[config.mk]
export PLATFORM = sky130hd
export DESIGN_NAME = fps_top
export DESIGN_NICKNAME = d
export VERILOG_FILES = /design/src/verilog/fps_ramp.v /design/src/verilog/fps_top.v
export VERILOG_INCLUDE_DIRS = /design/src /design/src/verilog
export SDC_FILE = /design/constraint.sdc
export NUM_CORES = 1
export LEC_CHECK = 0
export ABC_AREA = 1
export BUFFER_PORTS_ARGS = -buffer_cell sky130_fd_sc_hd__buf_2
export CAP_MARGIN = 5
export CORE_ASPECT_RATIO = 0.6
export CORE_MARGIN = 3
export CORE_UTILIZATION = 50
export CTS_CLUSTER_SIZE = 28
export DETAILED_ROUTE_END_ITERATION = 10
export GPL_ROUTABILITY_DRIVEN = 0
export PLACE_DENSITY = 0.76
export SLEW_MARGIN = 20
export SYNTH_ARGS = -nofsm -noshare
export SYNTH_HDL_FRONTEND = slang
export SYNTH_HIERARCHICAL = 1
export SYNTH_SLANG_ARGS = --single-unit
[constraint.sdc]
create_clock -name clk_sys -period 3.85 [get_ports clk_sys]
set_input_delay 1.155 -clock clk_sys [delete_from_list [all_inputs] [get_ports clk_sys]]
set_output_delay 1.155 -clock clk_sys [all_outputs]
set_load 0.005 [all_outputs]
[src/verilog/fps_map.vh]
/*
  Constants for the fan PWM fault supervisor: duty scale, window lengths,
  pulse count thresholds and reset values.
  Assumes inclusion by bare name from the design files.
*/
`ifndef FPS_MAP_VH
`define FPS_MAP_VH

// ----------------------------------------------------------------------
// duty scale and ramp
// ----------------------------------------------------------------------
`define FPS_DUTY_W 8
`define FPS_DUTY_FULL 8'hFF
`define FPS_PRESCALE_DEF 16'h0010

// ----------------------------------------------------------------------
// supervision windows, counted in pwm periods, and the release pulse count
// ----------------------------------------------------------------------
`define FPS_STARTUP_PERIODS 6'h20
`define FPS_MISSING_PULSE_WINDOW 6'h20
`define FPS_RELEASE_PULSES 6'h10

// ----------------------------------------------------------------------
// reset values
// ----------------------------------------------------------------------
`define FPS_RST_DRIVE 1'b0
`define FPS_RST_ALARM_OE 1'b0

`endif

[src/verilog/fps_ramp.v]
/*
  Ramp oscillator: a sawtooth counter across the duty scale with a prescaler,
  marking each completed pwm period with a one-cycle pulse.
  Assumes one clock and a synchronous active-high reset.
*/
`include "fps_map.vh"
`default_nettype none

module fps_ramp #(
  parameter DUTY_W = `FPS_DUTY_W,
  parameter PRE_W = 16,
  parameter [PRE_W-1:0] PRESCALE = `FPS_PRESCALE_DEF
) (
  input wire clk_sys,
  input wire sys_rst,
  input wire run,
  output reg [DUTY_W-1:0] ramp_reg,
  output reg period_end_reg
);

  reg [PRE_W-1:0] pre_reg;

  // ----------------------------------------------------------------------
  // sawtooth
  // ----------------------------------------------------------------------
  // ramp spans 0..full-1 so a request of full scale is always above it
  always @(posedge clk_sys) begin
    if (sys_rst || !run) begin
      pre_reg <= {PRE_W{1'b0}};
      ramp_reg <= {DUTY_W{1'b0}};
      period_end_reg <= 1'b0;
    end else begin
      period_end_reg <= 1'b0;
      if (pre_reg == PRESCALE - 1'b1) begin
        pre_reg <= {PRE_W{1'b0}};
        if (ramp_reg == {{(DUTY_W-1){1'b1}}, 1'b0}) begin
          ramp_reg <= {DUTY_W{1'b0}};
          period_end_reg <= 1'b1;
        end else begin
          ramp_reg <= ramp_reg + 1'b1;
        end
      end else begin
        pre_reg <= pre_reg + 1'b1;
      end
    end
  end

endmodule

`default_nettype wire

[src/verilog/fps_top.v]
/*
  Fan PWM fault supervisor top: duty selection, start-up sequence, missing
  pulse supervision, alarm release and the drive and alarm pins.
  Assumes synchronous sampled inputs: duty requests already digitised from
  the analog levels, shutdown and over-temperature flags from comparators,
  and a tach level already synchronised to clk_sys.
*/
// Notes on behaviour
// - temperature request maps linearly onto duty
// - minimum request sets duty floor
// - shutdown when minimum level at threshold
// - alarm released during shutdown
// - missing tach pulses mean fan fault
// - alarm is open drain, low on fault
// - release after 16 pulses in 32 periods
// - optional overtemp flag also asserts alarm
// - drive fully on during fan fault
// - drive high turns fan on
// - fault not latched, recovers to pwm
// - fixed period, only on-time varies
// - start-up drives high 32 periods
// - retry start-up once, then alarm
// - larger of two requests sets duty
// - drive held low in shutdown
`include "fps_map.vh"
`default_nettype none

module fps_top #(
  parameter DUTY_W = `FPS_DUTY_W,
  parameter PRE_W = 16,
  parameter [PRE_W-1:0] PRESCALE = `FPS_PRESCALE_DEF,
  parameter HAS_OVERTEMP = 1
) (
  input wire clk_sys,
  input wire sys_rst,
  input wire [DUTY_W-1:0] temp_duty,
  input wire [DUTY_W-1:0] min_duty,
  input wire shutdown_threshold,
  input wire overtemp_threshold,
  input wire tach_in,
  output reg fan_drive_reg,
  output reg alarm_out_reg,
  output reg alarm_oe_reg
);

  localparam [3:0] ST_SHUT = 4'h1;
  localparam [3:0] ST_START = 4'h2;
  localparam [3:0] ST_RUN = 4'h4;
  localparam [3:0] ST_FAULT = 4'h8;

  reg [3:0] state_reg;
  reg [3:0] state_next;
  reg retry_reg;
  reg retry_next;
  reg alarm_fan_reg;
  reg alarm_fan_next;
  reg tach_d_reg;
  reg [5:0] per_cnt_reg;
  reg [5:0] pulse_cnt_reg;
  reg [DUTY_W-1:0] duty_reg;
  wire [DUTY_W-1:0] ramp;
  wire period_end;
  wire tach_edge;
  wire win_end;
  wire [5:0] pulses_now;

  function [DUTY_W-1:0] duty_max;
    input [DUTY_W-1:0] a;
    input [DUTY_W-1:0] b;
    begin
      duty_max = (a > b) ? a : b;
    end
  endfunction

  // ----------------------------------------------------------------------
  // ramp oscillator
  // ----------------------------------------------------------------------
  fps_ramp #(
    .DUTY_W(DUTY_W),
    .PRE_W(PRE_W),
    .PRESCALE(PRESCALE)
  ) u_ramp (
    .clk_sys(clk_sys),
    .sys_rst(sys_rst),
    .run(state_reg != ST_SHUT),
    .ramp_reg(ramp),
    .period_end_reg(period_end)
  );

  // ----------------------------------------------------------------------
  // tach edge and window counting
  // ----------------------------------------------------------------------
  assign tach_edge = tach_in & ~tach_d_reg;
  assign win_end = period_end && (per_cnt_reg == `FPS_MISSING_PULSE_WINDOW - 6'h01);
  // saturate so a fast fan cannot wrap the count back to zero
  assign pulses_now = (tach_edge && pulse_cnt_reg != 6'h3F) ?
    pulse_cnt_reg + 6'h01 : pulse_cnt_reg;

  always @(posedge clk_sys) begin
    if (sys_rst) begin
      tach_d_reg <= 1'b0;
      per_cnt_reg <= 6'h00;
      pulse_cnt_reg <= 6'h00;
    end else begin
      tach_d_reg <= tach_in;
      if (state_next != state_reg || state_reg == ST_SHUT) begin
        per_cnt_reg <= 6'h00;
        pulse_cnt_reg <= 6'h00;
      end else if (win_end) begin
        per_cnt_reg <= 6'h00;
        pulse_cnt_reg <= 6'h00;
      end else begin
        if (period_end) begin
          per_cnt_reg <= per_cnt_reg + 6'h01;
        end
        pulse_cnt_reg <= pulses_now;
      end
    end
  end

  // ----------------------------------------------------------------------
  // supervision state machine
  // ----------------------------------------------------------------------
  always @* begin
    state_next = state_reg;
    retry_next = retry_reg;
    alarm_fan_next = alarm_fan_reg;
    case (state_reg)
      ST_SHUT: begin
        alarm_fan_next = 1'b0;
        retry_next = 1'b0;
        if (!shutdown_threshold) begin
          state_next = ST_START;
        end
      end
      ST_START: begin
        if (win_end) begin
          if (pulses_now != 6'h00) begin
            state_next = ST_RUN;
          end else if (!retry_reg) begin
            retry_next = 1'b1;
          end else begin
            state_next = ST_FAULT;
            alarm_fan_next = 1'b1;
          end
        end
      end
      ST_RUN: begin
        if (win_end && pulses_now == 6'h00) begin
          state_next = ST_FAULT;
          alarm_fan_next = 1'b1;
        end
      end
      ST_FAULT: begin
        if (win_end && pulses_now >= `FPS_RELEASE_PULSES) begin
          state_next = ST_RUN;
          alarm_fan_next = 1'b0;
        end
      end
      default: begin
        state_next = ST_SHUT;
      end
    endcase
    if (shutdown_threshold) begin
      state_next = ST_SHUT;
      alarm_fan_next = 1'b0;
    end
  end

  always @(posedge clk_sys) begin
    if (sys_rst) begin
      state_reg <= ST_SHUT;
      retry_reg <= 1'b0;
      alarm_fan_reg <= 1'b0;
    end else begin
      state_reg <= state_next;
      retry_reg <= retry_next;
      alarm_fan_reg <= alarm_fan_next;
    end
  end

  // ----------------------------------------------------------------------
  // duty and outputs
  // ----------------------------------------------------------------------
  // duty is latched at the period boundary so the period stays fixed and
  // a request change mid-period cannot produce a runt pulse
  always @(posedge clk_sys) begin
    if (sys_rst) begin
      duty_reg <= {DUTY_W{1'b0}};
    end else if (period_end || state_reg != ST_RUN) begin
      duty_reg <= duty_max(temp_duty, min_duty);
    end
  end

  always @(posedge clk_sys) begin
    if (sys_rst) begin
      fan_drive_reg <= `FPS_RST_DRIVE;
      alarm_out_reg <= 1'b0;
      alarm_oe_reg <= `FPS_RST_ALARM_OE;
    end else begin
      alarm_out_reg <= 1'b0;
      case (state_next)
        ST_SHUT: begin
          fan_drive_reg <= 1'b0;
          alarm_oe_reg <= 1'b0;
        end
        ST_START, ST_FAULT: begin
          fan_drive_reg <= 1'b1;
          alarm_oe_reg <= alarm_fan_next ||
            (HAS_OVERTEMP != 0 && overtemp_threshold);
        end
        default: begin
          fan_drive_reg <= (duty_reg > ramp);
          alarm_oe_reg <= alarm_fan_next ||
            (HAS_OVERTEMP != 0 && overtemp_threshold);
        end
      endcase
    end
  end

endmodule

`default_nettype wire

After elaboration in Yosys (flattened, before gate mapping)
Cells that the tools add are included.

Add/subtract/negate cells: 4. $lt $le $gt $ge: 3. Equality and inequality tests: 16. Mux-type cells: 22. Bitwise gates (word level): 3. Reduce and logical (&&, ||, !) cells: 18.

Operators by type and width (count): $mux 4 (6); $add 16x1->16 const B (1); $eq 16x4->1 const B (1); $gt 8x8->1 (2); $mux 8 (2); $pmux 4 s4 (1); $add 6x1->6 const B (2); $mux 1 (9); $add 8x1->8 const B (1); $eq 4x1->1 const B (2); $eq 4x2->1 const B (2); $eq 4x4->1 const B (2); $eq 8x8->1 const B (1); $reduce_or 2->1 (4); $eq 6x5->1 const B (1); $ge 6x5->1 const B (1); $logic_not 6->1 (1); $mux 6 (1); $ne 6x6->1 const B (1); $reduce_bool 6->1 (1); $eq 4x3->1 const B (1); $logic_and 1x1->1 (4); $logic_or 1x1->1 (4); $ne 2x2->1 const B (2); other kinds (11) (13).

Register bits: 54. Input port bits: 21. Output and inout port bits: 3.

Longest topological paths before layout
Depth in word-level cells: 12. Mapped depth: 18. Mapped depth without buffers: 17.

By module
The synthesis kept the hierarchy.

By module, submodules not included: fps_top (instances 1, cells an instance 285, area each 1988.2 µm², sequential area each 580.6 µm²); fps_ramp (instances 1, cells an instance 195, area each 1321.3 µm², sequential area each 500.5 µm²).

Least setup slack after synthesis
Ideal clock, no wire load.

Path kind: input -> register. Start: input port min_duty[7]. End: register duty_reg[0]. Setup time: 0.116 ns. Data arrival time: 2.616 ns. Slack: 1.117 ns. Stages: 10. Cell sequence: inv_1 ha_1 nand2_1 nor2_1 nand3_1 o21ai_1 clkbuf_1 o21ai_0 o211ai_1 inv_1.

Cells in the longest elaborated chain, start to end: 2.

Ends and longest elaborated chain: start, declared (line fps_top.v:37) `input wire [DUTY_W-1:0] min_duty,`; $gt 8x8->1 (line fps_top.v:71) `duty_max = (a > b) ? a : b;`; $mux 8 (line fps_top.v:71); end signal, assigned (line fps_top.v:189) `duty_reg <= {DUTY_W{1'b0}};`; end signal, assigned (line fps_top.v:191) `duty_reg <= duty_max(temp_duty, min_duty);`; end, declared (line fps_top.v:60) `reg [DUTY_W-1:0] duty_reg;`.

Every way passes these cells. A chain may end at the register's enable or synchronous reset.

Worst setup path after layout
Ends and elaborated chain as after synthesis.

==> results.py <==
metrics = {
    "run_status": {
        "outcome": "finished, final reports clean",
    },
    "sta": {
        "min_period_ns": 2.79,
        "setup_violations": 0,
        "finClkSkew_ns": 0.00933,
        "worst_slack_ns": 1.06,
        "max_slew_margin_pct": 38.4,
        "holdWs_ns": 0.476,
        "fin_tns_setup_ns": 0,
        "final-hold-violation-count": 0,
        "fmaxAchievable_mhz": 358,
        "finalCritPeriodShare_pct": 72.6,
        "final_max_slew_viol_count": 0,
        "tightest_slew_ns": 0.918,
        "rsz0062_at_grt": "no",
    },
    "floorplan": {
        "die_w_um": 111,
        "core.rowCount": 22,
        "io_pins": 24,
        "dieHeight_um": 69.0,
        "core_mm2": 0.00625,
        "start_util_pct": 53.0,
        "die-area_mm2": 0.00766,
    },
    "logic_synthesis": {
        "ys_async_sr_fraction_pct": 0,
        "ys_seq_area_share_pct": 32.7,
        "synth_edf_count": 0,
        "synth_flop_cell": "dfxtp_1",
        "netlist_area_mm2": 0.00331,
        "syn_area_per_cell_um2": 6.89,
        "synth_top_area_cell": "dfxtp_1",
        "synth_top_area_share_pct": 32.7,
        "yosysWarnings": 6,
        "synth.most_common_cell": "nand2_1",
        "synthTopCellsByCount": "nand2_1, inv_1, nor2_1",
        "syn-num-nets": 522,
        "syn-instance-count": 480,
        "ys_ff_latch": 54,
        "synth_area_leaders": "dfxtp_1, nand2_1, inv_1, ha_1, nor2_1",
        "yosysUniqueCellTypes": 35,
    },
    "power_and_ir_drop": {
        "power.total_mw": 1.09,
        "ir_drop_v": 0.000170,
        "power_density_mw_per_mm2": 304,
        "leakage_nw": 1.60,
    },
    "critical_path": {
        "rr_worst_depth": 15,
        "path_class": "in2reg",
        "path_max_fanout": 16,
        "cp-start-kind": "primary input",
        "worstPathArrival_ns": 3.00,
        "cp.required_ns": 4.06,
        "end_kind": "register",
    },
    "min_path": {
        "hold_class": "reg2reg",
        "hold_depth": 2,
    },
    "global_route": {
        "overflow": 0,
        "grt_pass1_vias": 2580,
        "antenna_found_initial": 0,
        "grt_pass1_wl_mm": 11.6,
        "grt.total_usage_pct": 17.7,
        "grt_max_degree": 17,
    },
    "cts": {
        "htreeDepth": 2,
        "cts_root_buf": "clkbuf_8",
        "numCtsBuffers": 5,
        "clockBufferDepth": 2,
        "cts_resized": 0,
        "hold_buffers": 0,
        "clk_latency_ns": 0.31,
        "path_clk_slew_ns": 0.10,
        "cts_tree": "done",
        "post_cts_buffers": 0,
        "cts.sinks": 54,
    },
    "routing": {
        "drt_iter0_markers": 233,
        "routed_via_density": 5.05,
        "drc": 0,
        "finalWirelength_mm": 6.77,
        "first_pass_iters": 4,
        "vias": 2971,
        "drtAntennaViolNets": 0,
        "routedWlPerCell_um": 11.5,
    },
    "placed_design": {
        "dpl.cell_count": 580,
        "dp_hpwl_mm": 5.27,
        "io_buffers": 22,
        "dp_slack_ns": 0.727,
    },
    "run": {
        "maxCapViolations": 0,
    },
    "final_layout": {
        "nets": 545,
        "nFillCells": 598,
        "fin_cells": 588,
        "area_growth_pct": 8.54,
        "diodes": 0,
        "drive_gt1_share_pct": 13.7,
        "largest_register_ffs": 16,
    },
}
-- cells by family after synthesis --
logic type | Yosys count | synth area share (%)
other | 1 | 0.113
AND/OR/NAND/NOR | 248 | 35.3
buffers and inverters | 83 | 10.2
multiplexers | 1 | 0.302
AO/OA/AOI/OAI | 59 | 10.0
XOR/XNOR | 13 | 3.44
flip-flops | 54 | 32.7
adder cells (fa/ha/maj) | 21 | 7.94
-- cell usage in the layout (no fill, tap or decap), types with 6 or more instances in the layout --
| master | instances |
|---|---|
| nand2_1 | 93 |
| inv_1 | 73 |
| nor2_1 | 60 |
| dfxtp_1 | 54 |
| nand3_1 | 43 |
| a21oi_1 | 25 |
| buf_2 | 22 |
| ha_1 | 21 |
| o21ai_0 | 19 |
| nor2_2 | 12 |
| nand2_2 | 10 |
| nand4_1 | 10 |
| xor2_1 | 9 |
| o21bai_1 | 7 |
| nor3_1 | 6 |
-- final cells by class --
cell class | count | area [µm²] | share of cell area (%)
timing repair buffer | 24 | 125 | 3.48
sequential | 54 | 1080 | 30.1
multi-input combinational | 343 | 1890 | 52.6
clock inverter | 2 | 37.5 | 1.04
tap | 84 | 105 | 2.93
inverter | 75 | 282 | 7.84
clock buffer | 6 | 72.6 | 2.02
-- worst paths after layout --
path,start,to,slack (ns)
min reg2reg,retry_reg$_SDFFE_PP0P_,retry_reg$_SDFFE_PP0P_,0.48
max reg2reg,pulse_cnt_reg[0]$_SDFF_PP0_,pulse_cnt_reg[1]$_SDFF_PP0_,1.56
min,retry_reg$_SDFFE_PP0P_,retry_reg$_SDFFE_PP0P_,0.48
max,min_duty[7],duty_reg[0]$_SDFFE_PP0P_,1.06
-- critical path, stage by stage --
cell      delay [ns]
buf_2           0.07
inv_1           0.04
ha_1            0.29
nand2_1         0.07
nor2_1          0.15
nand3_1         0.08
o21ai_1         0.72
o21ai_0         0.17
o211ai_1        0.19
inv_1           0.05
-- per-stage QoR --
| stage | utilization [%] | area [µm²] |
|---|---|---|
| floorplan | - | 3310 |
| global placement | 55.7 | 3480 |
| detailed placement | 55.7 | 3480 |
| CTS | 57.5 | 3590 |
| global route | 57.5 | 3590 |
| finish | 57.5 | 3590 |
-- metal layers --
layer | vias up | part of all wire, % | GRT usage (%)
met3 | 2 | 6.0 | 3.33
li1 | 1574 | - | -
met4 | 0 | 0.15 | 2.56
met5 | - | 0 | 0
met2 | 59 | 42 | 26.3
met1 | 1336 | 52 | 27.3
-- report_power, final --
part | switching, mW | internal, mW | leakage [nW]
Sequential | 0.00866 | 0.572 | 0.439
Combinational | 0.0789 | 0.0493 | 1.11
Clock | 0.190 | 0.194 | 0.0514
Power figures use the tool's default switching activity.
